$ cat src/sfsc_consts.vh
// Purpose: constants for the shared flash and sleep control block
// Assumes: 8-bit host index port, 100 MHz clock
// Notes:   definitions only
`ifndef SFSC_CONSTS_VH
`define SFSC_CONSTS_VH
// ****************************************
// register indexes and reset values
// ****************************************
`define SFSC_IDX_CLK_STOP      8'h94
`define SFSC_IDX_FLASH_PAGE    8'h95
`define SFSC_PAGE_RESET        2'h3
`define SFSC_STOP_RESET        1'h0
`define SFSC_BIT_IDLE          7
`define SFSC_BIT_HOST_FLASH    6
// ****************************************
// core power control
// ****************************************
`define SFSC_PCON_ADDR         8'h87
`define SFSC_PCON_IDLE_BIT     0
`define SFSC_SRC_RING_EN_BIT   4
`define SFSC_SRC_FAST_BIT      5
// ring oscillator settle time, in ns, and its cycle count
`define SFSC_RING_SETTLE_NS    200
`define SFSC_CLK_PERIOD_NS     10
`define SFSC_RING_SETTLE_CYC   ((`SFSC_RING_SETTLE_NS + `SFSC_CLK_PERIOD_NS - 1) / `SFSC_CLK_PERIOD_NS)
`define SFSC_CNT_W             8
// ****************************************
// wake source bit positions
// ****************************************
`define SFSC_WAKE_N            19
`define SFSC_WK_RING1          0
`define SFSC_WK_RING2          1
`define SFSC_WK_GENERAL        2
`define SFSC_WK_FALL_LO        3
`define SFSC_WK_FALL_HI        8
`define SFSC_WK_SERIAL         9
`define SFSC_WK_EE_LO          10
`define SFSC_WK_EE_HI          13
`define SFSC_WK_ALARM          14
`define SFSC_WK_HIBERNATION_TIMER_WAKE         15
`define SFSC_ANY_KEY_WAKE         16
`define SFSC_WK_IR_A           17
`define SFSC_WK_IR_B           18
// sync preset; rest-high pins see no edge, rise-only sources see a harmless fall
`define SFSC_WAKE_IDLE         19'h7ffff
`endif

$ cat src/sfsc_shared_flash_and_sleep_control.v
// Purpose: shared flash arbitration between host and core, core idle/sleep clock control
// Assumes: single 100 MHz clock, synchronous active-high reset standing for main-plane POR
// Notes:   core clock gating is exposed as enables; wake sources are external pins
//
// How it works
// - host page picks one of four windows
// - host clock stop takes effect only with request and core reset low
// - host access needs chip select plus strobe
// - flash address from system address and page
// - core reset fall sets stop, page 03h
// - flash strobes follow current owner's strobes
// - only stop bit writable, rest read-only
// - status D7 shows core idle
// - status D6 shows host flash ownership
// - idle bit gates cpu clock only
// - idle preserves registers and pin levels
// - enabled interrupt clears idle bit
// - power-on reset ends idle and restarts
// - firmware sleep entry order
// - sleep stops all clocks, keeps RAM
// - wake starts ring, resumes when stable
// - firmware may return to fast clock
// - sleep exit keeps registers and pins
// - wake inputs work without second supply
// - pin and internal events wake core
// - sleep entered on user command
// - wake status clears on read
// - infrared wakes maskable, falling edge
`timescale 1ns/1ps
`include "sfsc_consts.vh"
`default_nettype none
module sfsc_shared_flash_and_sleep_control (
    // clock and reset
    input  wire         clock,
    input  wire         reset,
    // host index port
    input  wire [7:0]   hostIndex,
    input  wire [7:0]   hostWriteData,
    input  wire         hostWriteStrobe,
    output reg  [7:0]   hostReadData_ff,
    // host flash cycle pins
    input  wire [15:0]  systemAddress,
    input  wire         flash_chip_select_n,
    input  wire         memReadStrobe_n,
    input  wire         memWriteStrobe_n,
    // core side flash request
    input  wire [17:0]  coreFlashAddress,
    input  wire         coreFlashRead_n,
    input  wire         coreFlashWrite_n,
    input  wire         coreResetOut,
    // core power control
    input  wire [7:0]   coreSfrAddress,
    input  wire [7:0]   coreSfrWriteData,
    input  wire         coreSfrWrite,
    input  wire         enabledIrq,
    input  wire [7:0]   core_clock_source_control,
    input  wire         sleep_indicator,
    input  wire         statusRead,
    // wake inputs
    input  wire         ring_indicator_1_n,
    input  wire         ring_indicator_2_n,
    input  wire         general_wake_pin_n,
    input  wire [5:0]   falling_wake_pin_1,
    input  wire         serial_bus_data_wake,
    input  wire [3:0]   either_edge_wake_1,
    input  wire         clock_alarm_wake,
    input  wire         hibernation_timer_wake,
    input  wire [7:0]   key_scan_input,
    input  wire         infrared_wake_a,
    input  wire         infrared_receive,
    input  wire [18:0]  wakeMask,
    // flash pins
    output reg  [17:0]  flashAddress_ff,
    output wire         flash_read_strobe_n,
    output wire         flash_write_strobe_n,
    // core clock and state
    output wire         cpuClockEnable,
    output wire         periphClockEnable,
    output wire         ringOscEnable,
    output reg          idle_request_bit_ff,
    output reg          sleeping_ff,
    output reg  [18:0]  wakeStatus_ff
);
    // ****************************************
    // host registers
    // ****************************************
    reg  [1:0]  host_flash_page_ff;
    reg         core_clock_stop_request_ff;
    reg         resetOutDly_ff;
    reg         ringWait_ff;
    reg  [`SFSC_CNT_W-1:0] ringCnt_ff;
    wire        hostOwns;
    wire        resetFall;
    wire        wakeHit;

    assign resetFall = resetOutDly_ff & ~coreResetOut;
    assign hostOwns  = core_clock_stop_request_ff & ~coreResetOut;

    // reset-out edge tracker; core logic shares this clock, no sync
    always @(posedge clock) begin
        if (reset) begin
            resetOutDly_ff <= 1'b0;
        end else begin
            resetOutDly_ff <= coreResetOut;
        end
    end

    // page and stop writes; the core reset release wins so the host boots top page
    always @(posedge clock) begin
        if (reset) begin
            host_flash_page_ff         <= `SFSC_PAGE_RESET;
            core_clock_stop_request_ff <= `SFSC_STOP_RESET;
        end else if (resetFall) begin
            host_flash_page_ff         <= `SFSC_PAGE_RESET;
            core_clock_stop_request_ff <= 1'b1;
        end else if (hostWriteStrobe) begin
            if (hostIndex == `SFSC_IDX_FLASH_PAGE) begin
                host_flash_page_ff <= hostWriteData[1:0];
            end
            if (hostIndex == `SFSC_IDX_CLK_STOP) begin
                core_clock_stop_request_ff <= hostWriteData[0];
            end
        end
    end

    // host read mux; unmapped indexes read zero
    always @(posedge clock) begin
        if (reset) begin
            hostReadData_ff <= 8'h00;
        end else begin
            case (hostIndex)
                `SFSC_IDX_FLASH_PAGE: begin
                    hostReadData_ff <= {6'h00, host_flash_page_ff};
                end
                `SFSC_IDX_CLK_STOP: begin
                    hostReadData_ff <= {idle_request_bit_ff, hostOwns, 5'h00,
                                        core_clock_stop_request_ff};
                end
                default: begin
                    hostReadData_ff <= 8'h00;
                end
            endcase
        end
    end

    // ****************************************
    // flash multiplexer
    // ****************************************
    // strobes are combinational so the flash sees the owner's timing directly
    assign flash_read_strobe_n  = hostOwns ? (flash_chip_select_n | memReadStrobe_n)
                                           : coreFlashRead_n;
    assign flash_write_strobe_n = hostOwns ? (flash_chip_select_n | memWriteStrobe_n)
                                           : coreFlashWrite_n;

    // address is registered; it settles one cycle after the strobe changes
    always @(posedge clock) begin
        if (reset) begin
            flashAddress_ff <= 18'h00000;
        end else if (hostOwns) begin
            flashAddress_ff <= {host_flash_page_ff, systemAddress};
        end else begin
            flashAddress_ff <= coreFlashAddress;
        end
    end

    // ****************************************
    // wake detection
    // ****************************************
    wire [18:0] wakeRaw;
    reg  [18:0] wakeSync1_ff;
    reg  [18:0] wakeSync2_ff;
    reg  [18:0] wakePrev_ff;
    wire [18:0] wakeEdge;
    wire        anyKey;

    assign anyKey  = ~(&key_scan_input);
    assign wakeRaw = {infrared_receive, infrared_wake_a, anyKey, hibernation_timer_wake,
                      clock_alarm_wake, either_edge_wake_1, serial_bus_data_wake,
                      falling_wake_pin_1, general_wake_pin_n, ring_indicator_2_n,
                      ring_indicator_1_n};

    // two-stage sync; pins run off the main plane so they stay live in sleep
    always @(posedge clock) begin
        if (reset) begin
            wakeSync1_ff <= `SFSC_WAKE_IDLE;
            wakeSync2_ff <= `SFSC_WAKE_IDLE;
            wakePrev_ff  <= `SFSC_WAKE_IDLE;
        end else begin
            wakeSync1_ff <= wakeRaw;
            wakeSync2_ff <= wakeSync1_ff;
            wakePrev_ff  <= wakeSync2_ff;
        end
    end

    // per-source edge polarity
    genvar gi;
    generate
        for (gi = 0; gi < `SFSC_WAKE_N; gi = gi + 1) begin : gWake
            if (gi >= `SFSC_WK_EE_LO && gi <= `SFSC_WK_EE_HI) begin : gBoth
                assign wakeEdge[gi] = wakeSync2_ff[gi] ^ wakePrev_ff[gi];
            end else if (gi == `SFSC_WK_ALARM || gi == `SFSC_WK_HIBERNATION_TIMER_WAKE || gi == `SFSC_ANY_KEY_WAKE) begin : gRise
                assign wakeEdge[gi] = wakeSync2_ff[gi] & ~wakePrev_ff[gi];
            end else begin : gFall
                assign wakeEdge[gi] = ~wakeSync2_ff[gi] & wakePrev_ff[gi];
            end
        end
    endgenerate

    // sticky status; a new event in the read cycle survives the clear
    always @(posedge clock) begin
        if (reset) begin
            wakeStatus_ff <= 19'h00000;
        end else if (statusRead) begin
            wakeStatus_ff <= wakeEdge & ~wakeMask;
        end else begin
            wakeStatus_ff <= wakeStatus_ff | (wakeEdge & ~wakeMask);
        end
    end

    assign wakeHit = |(wakeEdge & ~wakeMask);

    // ****************************************
    // idle and sleep control
    // ****************************************
    localparam [2:0] ST_RUN   = 3'b001;
    localparam [2:0] ST_SLEEP = 3'b010;
    localparam [2:0] ST_WAKE  = 3'b100;
    reg  [2:0] state_ff;
    reg  [2:0] nxt_state;
    wire       idleWrite;
    wire       ringDone;
    // settle count cut to counter width on purpose; the macro is a plain integer
    localparam [31:0] RING_SETTLE = `SFSC_RING_SETTLE_CYC;

    assign idleWrite = coreSfrWrite & (coreSfrAddress == `SFSC_PCON_ADDR)
                       & coreSfrWriteData[`SFSC_PCON_IDLE_BIT];

    // ring counter at zero: settle finished, or no wake-up under way
    assign ringDone = (ringCnt_ff == {`SFSC_CNT_W{1'b0}});

    // idle bit: reset ends idle and restarts; interrupt clear wins over a set
    always @(posedge clock) begin
        if (reset) begin
            idle_request_bit_ff <= 1'b0;
        end else if (enabledIrq || (state_ff == ST_WAKE && ringDone)) begin
            idle_request_bit_ff <= 1'b0;
        end else if (idleWrite) begin
            idle_request_bit_ff <= 1'b1;
        end
    end

    // firmware sequence makes sleep: ring on, sleep flag set, then idle bit
    always @* begin
        nxt_state = state_ff;
        case (state_ff)
            ST_RUN: begin
                if (idleWrite && sleep_indicator) begin
                    nxt_state = ST_SLEEP;
                end
            end
            ST_SLEEP: begin
                if (wakeHit) begin
                    nxt_state = ST_WAKE;
                end
            end
            ST_WAKE: begin
                if (ringDone) begin
                    nxt_state = ST_RUN;
                end
            end
            default: begin
                nxt_state = ST_RUN;
            end
        endcase
    end

    // state and ring settle counter
    always @(posedge clock) begin
        if (reset) begin
            state_ff    <= ST_RUN;
            ringCnt_ff  <= {`SFSC_CNT_W{1'b0}};
            sleeping_ff <= 1'b0;
            ringWait_ff <= 1'b0;
        end else begin
            state_ff    <= nxt_state;
            sleeping_ff <= (nxt_state != ST_RUN);
            ringWait_ff <= (nxt_state == ST_WAKE);
            if (state_ff == ST_SLEEP && wakeHit) begin
                ringCnt_ff <= RING_SETTLE[`SFSC_CNT_W-1:0];
            end else if (!ringDone) begin
                ringCnt_ff <= ringCnt_ff - 1'b1;
            end
        end
    end

    // clock gates; registers are never reset by idle or sleep
    assign cpuClockEnable    = ~idle_request_bit_ff & ~hostOwns & ~sleeping_ff;
    assign periphClockEnable = ~sleeping_ff;
    assign ringOscEnable     = ringWait_ff |
                               (~sleeping_ff & core_clock_source_control[`SFSC_SRC_RING_EN_BIT]);
endmodule
`default_nettype wire

$ cat config.mk
export PLATFORM = sky130hd
export DESIGN_NAME = sfsc_shared_flash_and_sleep_control
export DESIGN_NICKNAME = d
export VERILOG_FILES = /design/src/sfsc_shared_flash_and_sleep_control.v
export VERILOG_INCLUDE_DIRS = /design/src /design/src/src
export SDC_FILE = /design/constraint.sdc
export NUM_CORES = 1
export LEC_CHECK = 0
export BUFFER_PORTS_ARGS = -buffer_cell sky130_fd_sc_hd__buf_2
export CORE_MARGIN = 3
export CORE_UTILIZATION = 49
export DETAILED_ROUTE_END_ITERATION = 6
export PLACE_DENSITY = 0.83
export SYNTH_ARGS = -nofsm -noshare
export SYNTH_HDL_FRONTEND = slang
export SYNTH_SLANG_ARGS = --single-unit
$ cat constraint.sdc
create_clock -name clock -period 6.56 [get_ports clock]
set_clock_uncertainty 0.05 [all_clocks]
set_input_delay 1.312 -clock clock [delete_from_list [all_inputs] [get_ports clock]]
set_output_delay 1.312 -clock clock [all_outputs]
set_load 0.03 [all_outputs]
* Word level (Yosys, flattened, before mapping)
Index checks and enable logic that the tools add are counted.
Word-level totals: register bits after elaboration 120, bits of input ports 132, output and inout port bits 52, logic and storage cells 105
Operators by class: $add $sub $neg 1, equality and inequality tests 9, mux-type cells 14, bitwise operators 52, reduce and logical (&&, ||, !) cells 14
Operator list (count):
- $eq 8x8->1 const B | 3
- $and 1x1->1 | 22
- $not 1->1 | 20
- $and 19x19->19 | 1
- $mux 19 | 1
- $not 19->19 | 1
- $or 19x19->19 | 1
- $reduce_or 19->1 | 1
- $mux 18 | 1
- $pmux 8 s2 | 1
- $mux 5 | 2
- $mux 3 | 3
- $pmux 3 s3 | 1
- $logic_not 8->1 | 1
- $reduce_and 8->1 | 1
- $sub 8x1->8 const B | 1
- $eq 3x3->1 const B | 2
- $reduce_or 2->1 | 3
- $mux 1 | 5
- $reduce_and 2->1 | 2
- $reduce_bool 2->1 | 2
- $xor 1x1->1 | 4
- $eq 3x1->1 const B | 1
- $eq 3x2->1 const B | 1
- other kinds (5) | 9

* Longest topological paths before layout
Gate-level depths: netlist of run 1.
depth after elaboration 7, mapped depth 7, depth with buffers taken out 7

* Least setup slack after synthesis of run 1
Ideal clock, no wire load.
path type input to output, start in coreResetOut, end out flash_read_strobe_n, arrival 2367 ps, required time 5198 ps, path slack 2831 ps, stages 4, buffers on the path 1, cell sequence nor2b_1 -> clkbuf_1 -> nor2_1 -> a21oi_1
On the way: cells in the longest elaborated chain, start to end 3
Ends and longest elaborated chain:
- start, declared | line sfsc_shared_flash_and_sleep_control.v:50 | input wire coreResetOut,
- $not 1->1 | line sfsc_shared_flash_and_sleep_control.v:97 | assign hostOwns = core_clock_stop_request_ff & ~coreResetOut;
- $and 1x1->1 | line sfsc_shared_flash_and_sleep_control.v:97
- $mux 1 | line sfsc_shared_flash_and_sleep_control.v:150 | assign flash_read_strobe_n = hostOwns ? (flash_chip_select_n | memReadStrobe_n)
- end, declared | line sfsc_shared_flash_and_sleep_control.v:74 | output wire flash_read_strobe_n,
No other way between the ends.

* Final worst setup path of run 1
start in coreResetOut, end out flash_write_strobe_n
On the way: cells in the longest elaborated chain, start to end 3
Ends and longest elaborated chain:
- $not 1->1 | line sfsc_shared_flash_and_sleep_control.v:97
- $and 1x1->1 | line sfsc_shared_flash_and_sleep_control.v:97
- $mux 1 | line sfsc_shared_flash_and_sleep_control.v:152 | assign flash_write_strobe_n = hostOwns ? (flash_chip_select_n | memWriteStrobe_n)
- end, declared | line sfsc_shared_flash_and_sleep_control.v:75 | output wire flash_write_strobe_n,
No other way between the ends.

==> results of run 1 <==
worst max-delay path, delay by kind of cell:
family / cells / cell delay (ps)
AOI/OAI and AO/OA: 1 / 100
buffers and inverters: 3 / 630
and+or+nand+nor: 2 / 540
final timing paths:
| check | end | start | slack, ps |
|---|---|---|---|
| max reg2reg | ringCnt_ff[3] | ringCnt_ff[0] | 4740 |
| max | flash_write_strobe_n | coreResetOut | 2620 |
| min reg2reg | wakeSync2_ff[2] | wakeSync1_ff[2] | 360 |
| min | wakeSync2_ff[2] | wakeSync1_ff[2] | 360 |
flip-flops by register name, summed over array words and instances, names as in the netlist, 2 cells and up:
name	count
wakeSync1_ff	19
flashAddress_ff	18
hostReadData_ff	4
state_ff	3
wakePrev_ff	19
wakeStatus_ff	19
host_flash_page_ff	2
ringCnt_ff	8
wakeSync2_ff	19
cell type report:
cell class	count	area [um^2]	share of cell area, %
clock inverters	14	201.4	3.708
flip-flops and latches	116	2322	42.75
inverters	5	18.77	0.3455
well taps	102	127.6	2.349
clock buffers	18	417.9	7.692
multi-input cells	276	1534	28.24
repair buffers	161	810.8	14.92
synthesized netlist by cell type, types with 2 or more instances:
cell and number:
and3b_1 2, xor2_1 2, buf_4 4, inv_1 4
or2_2 57, a21oi_1 47, nor3b_1 17, or3_1 2
nor3_1 8, mux2i_1 4, nand2_1 52, xnor2_1 7
clkbuf_1 15, a21o_1 2, nor4_1 4, dfxtp_1 116
nand4_1 3, ha_1 2, nor2_1 43
power by group through the flow:
stage	registers (mW)	logic, mW	clock network [mW]
6_report	0.771	0.238	0.942
5_1_grt	0.776	0.270	0.987
4_1_cts	0.771	0.239	0.958
3_5_place_dp	0.785	0.237	0
3_3_place_gp	0.783	0.229	0
2_1_floorplan	0.800	0.149	0
cells by family after synthesis:
group	count (synthesis)	synth area share [%]
compound gates	55	7.549
buf+inv	25	2.937
mux	5	1.295
flops	116	58.62
xor+xnor	9	1.990
other cells	1	0.09467
fa+ha+maj	2	0.6316
simple gates	201	26.88
stage by stage:
| step | hold slack, ps | instance area (um^2) | utilization [%] |
|---|---|---|---|
| global placement | 341.5 | 4813 | 61.97 |
| global route | 365.5 | 5433 | 69.94 |
| finish | 357.0 | 5433 | 69.94 |
| detailed placement | 345.7 | 4813 | 61.97 |
| CTS | 360.0 | 5433 | 69.94 |
| floorplan | 339.5 | 3973 | - |
routing by layer:
layer	wire length, um	part of all wire [%]	GRT usage (%)	vias up
met3	878	9.6	7.428	13
li1	-	-	-	1693
met2	4578	50	36.31	137
met1	3558	39	20.06	1499
met4	134	1.5	9.360	2
met5	9	0.098	0	-
==> key figures, run 1 <==
Timing
  • Crit path time final: 3943 ps
  • Setup_tns: 0 ps
  • Setup ws final: 2617 ps
  • RSZ-0062 raised after global routing: no
  • Rel. slew slack: 57.13%
  • Worst-margin pin slew: 641.5 ps
  • Final setup viols: 0
  • Final-report max-slew violation count: 0
  • Period utilization: 60.11%
  • Final Hold Fails: 0
  • Fmax achieved: 253.6 MHz

Power and ir drop
  • Seq pwr share: 39.5%
  • Leak Pwr: 2.484 nW
  • Switching share of power: 24.37%
  • Power Density: 359.2 nW/um^2
  • P_sw: 0.4756 mW
  • Int Pwr: 1.476 mW
  • Total power draw: 1.952 mW
  • Peak supply drop: 0.2135 mV
  • Logic pwr share: 12.2%
  • Clock Power Share: 48.3%

Placement
  • Placed cell count: 660
  • Pre-CTS setup slack: 2608 ps
  • IO buf count: 159
  • Final HPWL DP: 6729 um
  • GP Congestion: 0.7935

Hold path
  • Worst hold path class: reg2reg
  • Worst Hold Depth: 1

Finish
  • Most common cell after layout, fill and taps aside: buf_2
  • Commonest cells after routing, fill and taps aside: 159 x buf_2, 116 x dfxtp_1, 57 x or2_2
  • N_diodes: 0
  • Final Non-Filler Cells: 692
  • Final net count: 711
  • Layout fillers: 593
  • Area Growth Syn to Fin: 37.14%
  • Layout cells sized above 1: 43.22%

Floorplanning
  • Initial Utilization: 51.00%
  • Core area: 7767 um^2
  • Num ports: 184
  • Die height: 95.91 um
  • Die W: 95.91 um
  • Row count: 32
  • Die area: 9199 um^2

Global routing
  • First-pass GRT wire length: 14040 um
  • Initial antenna violation count: 1
  • Vias in the first global route: 3224
  • Global Route Usage Sum: 19.98%
  • Grt ovf: 0
  • Pin count of the biggest net entering global routing: 75

Worst setup path
  • CP max-delay cell: nor2b_1
  • Crit-path max FO: 16
  • Crit Path Class: in2out
  • CP most frequent cell: buf_2
  • Critical-path cell list: buf_2, nor2b_1, buf_4, nor2_1, a21oi_1, buf_2
  • Worst reg2reg path depth: 7
  • Setup crit start kind: input pin
  • CP endpoint kind: output port
  • WP data required: 5200 ps
  • CP peak stage delay: 480 ps
  • Crit path DAT: 2580 ps

CTS
  • Post-CTS Setup Inserts: 0
  • Clock buffer depth: 2
  • CTS tree: built
  • Htree depth: 4
  • CTS Hold Bufs: 0
  • CTS root buf: clkbuf_8
  • Total CTS buffers: 17
  • Clock transition at path regs: 60 ps
  • # resized after CTS: 0
  • Clk Latency, worst-skew pair: 500 ps
  • Clock sink total: 116

Run
  • Max cap viols: 0

Synthesis
  • Synth unique cells: 42
  • Yosys top cell area share: 58.62%
  • Mapped Area: 3961 um^2
  • YS warnings: 0
  • Sequential fraction of the synthesis area: 58.62%
  • Largest cells by area after synthesis: dfxtp_1 59%, or2_2 9.0%, a21oi_1 5.9%
  • Seq cells post-synth: 116
  • Dominant cell type by area after synthesis: dfxtp_1
  • Syn Area/Cell: 9.568 um^2
  • Mapped Cells: 414
  • Ys async rst share: 0%
  • Top_reg_cell synth: dfxtp_1
  • Post-synth EDFFs: 0

Route
  • Wirelength per Cell: 13.24 um
  • Remaining antenna violation count: 0
  • DR iter-0 viols: 78
  • Post-Route WL: 9159 um
  • TritonRoute pass-1 iters: 4
  • Via count: 3344
  • DRC errors left: 0
  • Via density: 4.832

Outcome
  • Outcome: complete, no violations
Power figures use the tool's default switching activity.
==> inputs of run 2 (changes only) <==
--- a/config.mk
+++ b/config.mk
@@ -6,11 +6,12 @@
 export SDC_FILE = /design/constraint.sdc
 export NUM_CORES = 1
 export LEC_CHECK = 0
+export ABC_AREA = 1
 export BUFFER_PORTS_ARGS = -buffer_cell sky130_fd_sc_hd__buf_2
 export CORE_MARGIN = 3
-export CORE_UTILIZATION = 49
+export CORE_UTILIZATION = 42
 export DETAILED_ROUTE_END_ITERATION = 6
-export PLACE_DENSITY = 0.83
+export PLACE_DENSITY = 0.75
 export SYNTH_ARGS = -nofsm -noshare
 export SYNTH_HDL_FRONTEND = slang
 export SYNTH_SLANG_ARGS = --single-unit
==> constraint.sdc (replaced) <==
create_clock -name clock -period 3.4 [get_ports clock]
set_clock_uncertainty 0.05 [all_clocks]
set_input_delay 0.68 -clock clock [delete_from_list [all_inputs] [get_ports clock]]
set_output_delay 0.68 -clock clock [all_outputs]
set_load 0.03 [all_outputs]
==> key figures, run 2 <==
Synthesis
  • Seq cells post-synth: 116 (unchanged)
  • YS warnings: 0 (unchanged)
  • Post-synth top cells: 116 x dfxtp_1, 66 x nor2_1, 64 x nand2_1
  • Top_reg_cell synth: dfxtp_1
  • Sequential fraction of the synthesis area: 56.46% (-2.2 points)
  • Post-synth EDFFs: 0 (unchanged)
  • Largest cells by area after synthesis: dfxtp_1 56%, or2_2 6.5%, nor2_1 6.0%
  • Ys async rst share: 0% (unchanged)
  • Synth unique cells: 39 (-7.1%)
  • Mapped Area: 4113 um^2 (+3.8%)
  • Syn Area/Cell: 8.640 um^2 (-9.7%)
  • Top-count cell post-synth: dfxtp_1
  • Yosys top cell area share: 56.46% (-2.2 points)
  • Mapped Cells: 476 (+15%)
  • Dominant cell type by area after synthesis: dfxtp_1

Timing
  • Fmax achieved: 412.0 MHz
  • Setup ws final: 973.1 ps (-1644 ps)
  • RSZ-0062 raised after global routing: no
  • Rel. slew slack: 58.99% (+1.9 points)
  • Final Hold Fails: 0 (unchanged)
  • Final setup viols: 0 (unchanged)
  • Final-report max-slew violation count: 0 (unchanged)
  • Setup_tns: 0 ps (unchanged)
  • Period utilization: 71.38%
  • Smallest hold slack: 308.4 ps (-48.68 ps)
  • Worst-margin pin slew: 615.2 ps (-26.34 ps)
  • Crit path time final: 2427 ps

Worst setup path
  • CP endpoint kind: output port
  • Critical-path cell list: nand2_1, buf_4, inv_2, nor3_1, buf_2
  • CP max-delay cell: dfxtp_1
  • CP peak stage delay: 320 ps (-160 ps)
  • Crit path DAT: 1700 ps (-880 ps)
  • Crit Path Class: reg2out
  • Setup crit start kind: flip-flop
  • Crit-path max FO: 24 (+8)
  • WP data required: 2670 ps (-2530 ps)

Floorplanning
  • Row count: 35 (+9.4%)
  • Core area: 9371 um^2 (+21%)
  • Num ports: 184 (unchanged)
  • Die area: 11020 um^2 (+20%)
  • Die W: 105.0 um (+9.4%)
  • Die height: 105.0 um (+9.4%)
  • Initial Utilization: 43.89% (-7.1 points)

Global routing
  • Pin count of the biggest net entering global routing: 73 (-2.7%)
  • Global Route Usage Sum: 16.72% (-3.3 points)
  • First-pass GRT wire length: 14740 um (+5.0%)
  • Initial antenna violation count: 0 (-1)
  • Vias in the first global route: 3240 (+0.50%)
  • Grt ovf: 0 (unchanged)

Placement
  • GP Congestion: 0.7817 (-1.5%)
  • Final HPWL DP: 6544 um (-2.8%)
  • Pre-CTS setup slack: 997.6 ps (-1611 ps)
  • IO buf count: 159 (unchanged)

Hold path
  • Worst hold path class: in2reg

Finish
  • Final net count: 774 (+8.9%)
  • Layout cells sized above 1: 40.03% (-3.2 points)
  • Area Growth Syn to Fin: 37.36%
  • Sequential cell area: 2322 um^2 (unchanged)
  • Commonest cells after routing, fill and taps aside: 159 x buf_2, 116 x dfxtp_1, 66 x nor2_1
  • Layout fillers: 828 (+40%)
  • N_diodes: 0 (unchanged)
  • Multi-input gate area: 1540 um^2 (+0.41%)
  • Most common cell after layout, fill and taps aside: buf_2

CTS
  • CTS tree: built
  • Clock buffer depth: 2 (unchanged)
  • # resized after CTS: 0 (unchanged)
  • Htree depth: 4 (unchanged)
  • Total CTS buffers: 17 (unchanged)
  • Clock sink total: 116 (unchanged)
  • Post-CTS Setup Inserts: 0 (unchanged)
  • Clk Latency, worst-skew pair: 490 ps (about the same)
  • CTS root buf: clkbuf_8
  • CTS Hold Bufs: 0 (unchanged)
  • Clock transition at path regs: 60 ps (about the same)

Route
  • DR iter-0 viols: 159 (+100%)
  • Via density: 4.481 (-7.3%)
  • Remaining antenna violation count: 0 (unchanged)
  • TritonRoute pass-1 iters: 4 (unchanged)
  • Post-Route WL: 9099 um (-0.66%)
  • Via count: 3500 (+4.7%)
  • Wirelength per Cell: 11.65 um (-12%)
  • DRC errors left: 0 (unchanged)

Power and ir drop
  • Leak Pwr: 2.773 nW (+12%)
  • Power Density: 693.2 nW/um^2 (+93%)
  • Total power draw: 3.916 mW (+100%)
  • Peak supply drop: 0.4608 mV (+120%)

Outcome
  • Outcome: complete, no violations

Run
  • Max cap viols: 0 (unchanged)
==> run 2: cell types whose count changed after synthesis, moves of 14 or more <==
cell / delta
nor2_1: +23
a21oi_1: -19
inv_1: +31
o21ai_0: +23
or2_2: -14
nor3b_1: -17
==> run 2: metrics by stage <==
step	std cells	area, um^2	util (%)
after floorplan	479	4124	-
after global placement	750	5007	53.43
after detailed placement	750	5007	53.43
after CTS	781	5649	60.28
after global routing	781	5649	60.28
final	781	5649	60.28
==> run 2: logic make-up after synthesis <==
kind of cell | count (synthesis) | share of synthesized area [%]
other | 1 | 0.09118
AND/OR/NAND/NOR | 230 | 28.05
adder cells (fa/ha/maj) | 2 | 0.6084
XOR/XNOR | 4 | 0.8520
flip-flops | 116 | 56.46
multiplexers | 1 | 0.3650
AO/OA/AOI/OAI | 57 | 7.210
buffers and inverters | 65 | 6.359
==> run 2: worst paths after layout <==
path                              startpoint             endpoint  slack, ps  cells past startpoint
setup / recovery  core_clock_stop_request_ff       cpuClockEnable        970                      5
hold / removal                    enabledIrq  idle_request_bit_ff        310                      2
setup reg to reg             wakeSync2_ff[2]        ringCnt_ff[6]       1930                     10
hold reg to reg             wakeSync1_ff[14]     wakeSync2_ff[14]        360                      1
==> run 2: area by class of cell <==
class	instances	share of cell area, %
clock inverters	14	4.031
flip-flops and latches	116	41.11
inverters	46	3.056
clock buffers	17	7.331
repair buffers	161	14.35
well taps	129	2.857
multi-input cells	298	27.26
==> run 2: critical path: cells and delay by family (launching register included) <==
family                 cells  cell delay (ps)
flip-flops                 1              320
AND/OR/NAND/NOR            2              240
buffers and inverters      3              640
==> run 2: routing by layer <==
layer | up-vias | routed length, um | part of all wire, % | track usage (%)
li1 | 1822 | - | - | -
met1 | 1522 | 3714 | 41 | 18.20
met2 | 149 | 4460 | 49 | 28.74
met3 | 7 | 860 | 9.5 | 7.536
met4 | 0 | 64 | 0.70 | 5.811
met5 | - | 0 | 0 | 0
==> run 2: power by group <==
part           total, mW  internal [mW]  switching [mW]
clock               1.91           1.27           0.636
combinational      0.543          0.224           0.319
sequential          1.47           1.44          0.0271
==> inputs of run 3 (changes only) <==
--- a/config.mk
+++ b/config.mk
@@ -6,12 +6,12 @@
 export SDC_FILE = /design/constraint.sdc
 export NUM_CORES = 1
 export LEC_CHECK = 0
-export ABC_AREA = 1
+export ABC_AREA = 0
 export BUFFER_PORTS_ARGS = -buffer_cell sky130_fd_sc_hd__buf_2
 export CORE_MARGIN = 3
-export CORE_UTILIZATION = 42
+export CORE_UTILIZATION = 41
 export DETAILED_ROUTE_END_ITERATION = 6
-export PLACE_DENSITY = 0.75
+export PLACE_DENSITY = 0.74
 export SYNTH_ARGS = -nofsm -noshare
 export SYNTH_HDL_FRONTEND = slang
 export SYNTH_SLANG_ARGS = --single-unit
==> constraint.sdc (replaced) <==
create_clock -name clock -period 2.2 [get_ports clock]
set_clock_uncertainty 0.05 [all_clocks]
set_input_delay 0.44 -clock clock [delete_from_list [all_inputs] [get_ports clock]]
set_output_delay 0.44 -clock clock [all_outputs]
set_load 0.03 [all_outputs]
==> key figures, run 3 (synthesis gave the netlist of run 1 again) <==
Finish
  • Most common cell after layout, fill and taps aside: buf_2
  • N_diodes: 0 (unchanged)
  • Fin area: 5464 um^2 (-3.3%)
  • Final net count: 714 (-7.8%)
  • Area Growth Syn to Fin: 37.93%
  • Layout cells sized above 1: 43.68% (+3.6 points)
  • Commonest cells after routing, fill and taps aside: 159 x buf_2, 116 x dfxtp_1, 57 x or2_2

Worst setup path
  • Worst r2r src: ringCnt_ff[0]
  • Buffers & Inverters on Critical Path: 2 (-1)
  • R2R setup slack: 290 ps (-1640 ps)
  • CP max-delay cell: dfxtp_1
  • Critical-path cell list: nor2b_1, buf_4, nor2_1, a21oi_1, buf_2
  • Cell family with most CP delay: buffers and inverters
  • WP data required: 1710 ps (-960 ps)
  • Setup crit start kind: flip-flop
  • CP endpoint kind: output port
  • Worst reg2reg path depth: 7 (-3)
  • Crit Path Class: reg2out
  • Crit-path max FO: 7 (-71%)
  • Worst reg2reg path endpoint: ringCnt_ff[6]
  • CP peak stage delay: 360 ps (+40 ps)
  • Crit path DAT: 1540 ps (-160 ps)

CTS
  • CTS tree: built
  • Clk Latency, worst-skew pair: 500 ps (about the same)
  • Post-CTS Setup Inserts: 0 (unchanged)
  • CTS Hold Bufs: 0 (unchanged)
  • Clock sink total: 116 (unchanged)
  • # resized after CTS: 0 (unchanged)
  • Htree depth: 4 (unchanged)
  • Clock transition at path regs: 60 ps (about the same)
  • Clock buffer depth: 2 (unchanged)
  • CTS root buf: clkbuf_8
  • Total CTS buffers: 17 (unchanged)

Route
  • Post-Route WL: 9217 um (+1.3%)
  • Via count: 3325 (-5.0%)
  • Via density: 4.605 (+2.8%)
  • DRC errors left: 0 (unchanged)
  • TritonRoute pass-1 iters: 4 (unchanged)
  • DR iter-0 viols: 84 (-47%)
  • Remaining antenna violation count: 0 (unchanged)
  • Wirelength per Cell: 12.77 um (+9.6%)

Global routing
  • First-pass GRT wire length: 14680 um (-0.37%)
  • Initial antenna violation count: 1 (+1)
  • Pin count of the biggest net entering global routing: 67 (-8.2%)
  • Vias in the first global route: 3161 (-2.4%)
  • Grt ovf: 0 (unchanged)
  • Global Route Usage Sum: 17.06% (+0.34 points)

Power and ir drop
  • P_sw: 1.426 mW (+45%)
  • Seq pwr share: 40.9% (+3.5 points)
  • Power Density: 1028 nW/um^2 (+48%)
  • Switching share of power: 25.37% (+0.31 points)
  • Clock Power Share: 46.3% (-2.4 points)
  • Leak Pwr: 2.493 nW (-10%)
  • Int Pwr: 4.193 mW (+43%)
  • Logic pwr share: 12.8% (-1.1 points)
  • Peak supply drop: 0.5541 mV (+20%)

Placement
  • GP Congestion: 0.8118 (+3.9%)
  • IO buf count: 159 (unchanged)
  • Placed cell areas: 4882 um^2 (-2.5%)
  • Pre-CTS setup slack: -60.99 ps (-1059 ps)
  • Final HPWL DP: 6895 um (+5.4%)

Timing
  • Crit path time final: 2029 ps
  • Final setup viols: 0 (unchanged)
  • RSZ-0062 raised after global routing: no
  • Period utilization: 92.21%
  • Setup ws final: 171.4 ps (-801.6 ps)
  • Final-report max-slew violation count: 0 (unchanged)
  • Worst-margin pin slew: 616.4 ps (+1.189 ps)
  • Rel. slew slack: 58.81% (-0.18 points)
  • Final Hold Fails: 0 (unchanged)
  • Fmax achieved: 493.0 MHz

Floorplanning
  • Core area: 9328 um^2 (-0.47%)
  • Die height: 104.3 um (-0.63%)
  • Die W: 104.3 um (-0.63%)
  • Num ports: 184 (unchanged)
  • Row count: 35 (unchanged)
  • Die area: 10880 um^2 (-1.3%)
  • Initial Utilization: 42.47% (-1.4 points)

Hold path
  • Hold path start: enabledIrq
  • Hold path endpoint: idle_request_bit_ff
  • Worst Hold Depth: 2 (unchanged)
  • Worst hold path class: in2reg

Outcome
  • Outcome: complete, no violations

Run
  • Max cap viols: 0 (unchanged)
==> run 3: changes by cell type in the layout (fill, tap and decap cells not counted), sizes merged, moves of 13 or more <==
cell / delta
nor2: -31
nor3b: +16
o21ai: -23
nand3: -13
nand2: -16
inv: -38
a21oi: +19
==> run 3: per-layer routing <==
layer  vias up  track usage, %  part of all wire, %
li1       1693               -                    -
met1      1498           17.98                   40
met2       121           30.03                   51
met3        11           6.766                  7.2
met4         2           7.312                  1.3
met5         -               0                 0.14
==> run 3: power groups by stage <==
stage / Combinational (mW) / Clock [mW] / Sequential [mW]
finish: 0.720 / 2.60 / 2.30
global route: 0.804 / 2.78 / 2.31
CTS: 0.728 / 2.66 / 2.30
detailed placement: 0.719 / 0 / 2.34
global placement: 0.691 / 0 / 2.34
floorplan: 0.444 / 0 / 2.39
==> run 3: layout make-up <==
type / count / area, um^2
timing repair buffer: 164 / 845.8
multi-input combinational: 276 / 1534
sequential: 116 / 2322
inverter: 5 / 18.77
clock inverter: 11 / 112.6
tap: 129 / 161.4
fill: 826 / 3864
clock buffer: 21 / 469.2
==> run 3: per-stage QoR <==
| step | cells | TNS [ps] | power [mW] | util, % | hold slack, ps |
|---|---|---|---|---|---|
| 6_report | 722 | 0 | 5.618 | 58.58 | 55.72 |
| 3_5_place_dp | 690 | -60.99 | 3.061 | 52.34 | 342.3 |
| 4_1_cts | 722 | 0 | 5.686 | 58.58 | 36.08 |
| 2_1_floorplan | 417 | 0 | 2.830 | - | 339.5 |
| 3_3_place_gp | 690 | -29.07 | 3.027 | 52.34 | 340.8 |
| 5_1_grt | 722 | 0 | 5.895 | 58.58 | 32.26 |
==> run 3: worst max-delay path by stage <==
| stage | startpoint | to | slack, ps | cells after the start |
|---|---|---|---|---|
| 3_3_place_gp | coreSfrAddress[5] | state_ff[0] | -30 | 6 |
| 2_1_floorplan | coreSfrAddress[5] | state_ff[0] | 100 | 5 |
| 6_report | core_clock_stop_request_ff | flash_write_strobe_n | 170 | 5 |
| 3_5_place_dp | coreSfrAddress[5] | state_ff[0] | -60 | 6 |
| 4_1_cts | core_clock_stop_request_ff | flash_read_strobe_n | 140 | 5 |
| 5_1_grt | core_clock_stop_request_ff | flash_read_strobe_n | 20 | 5 |
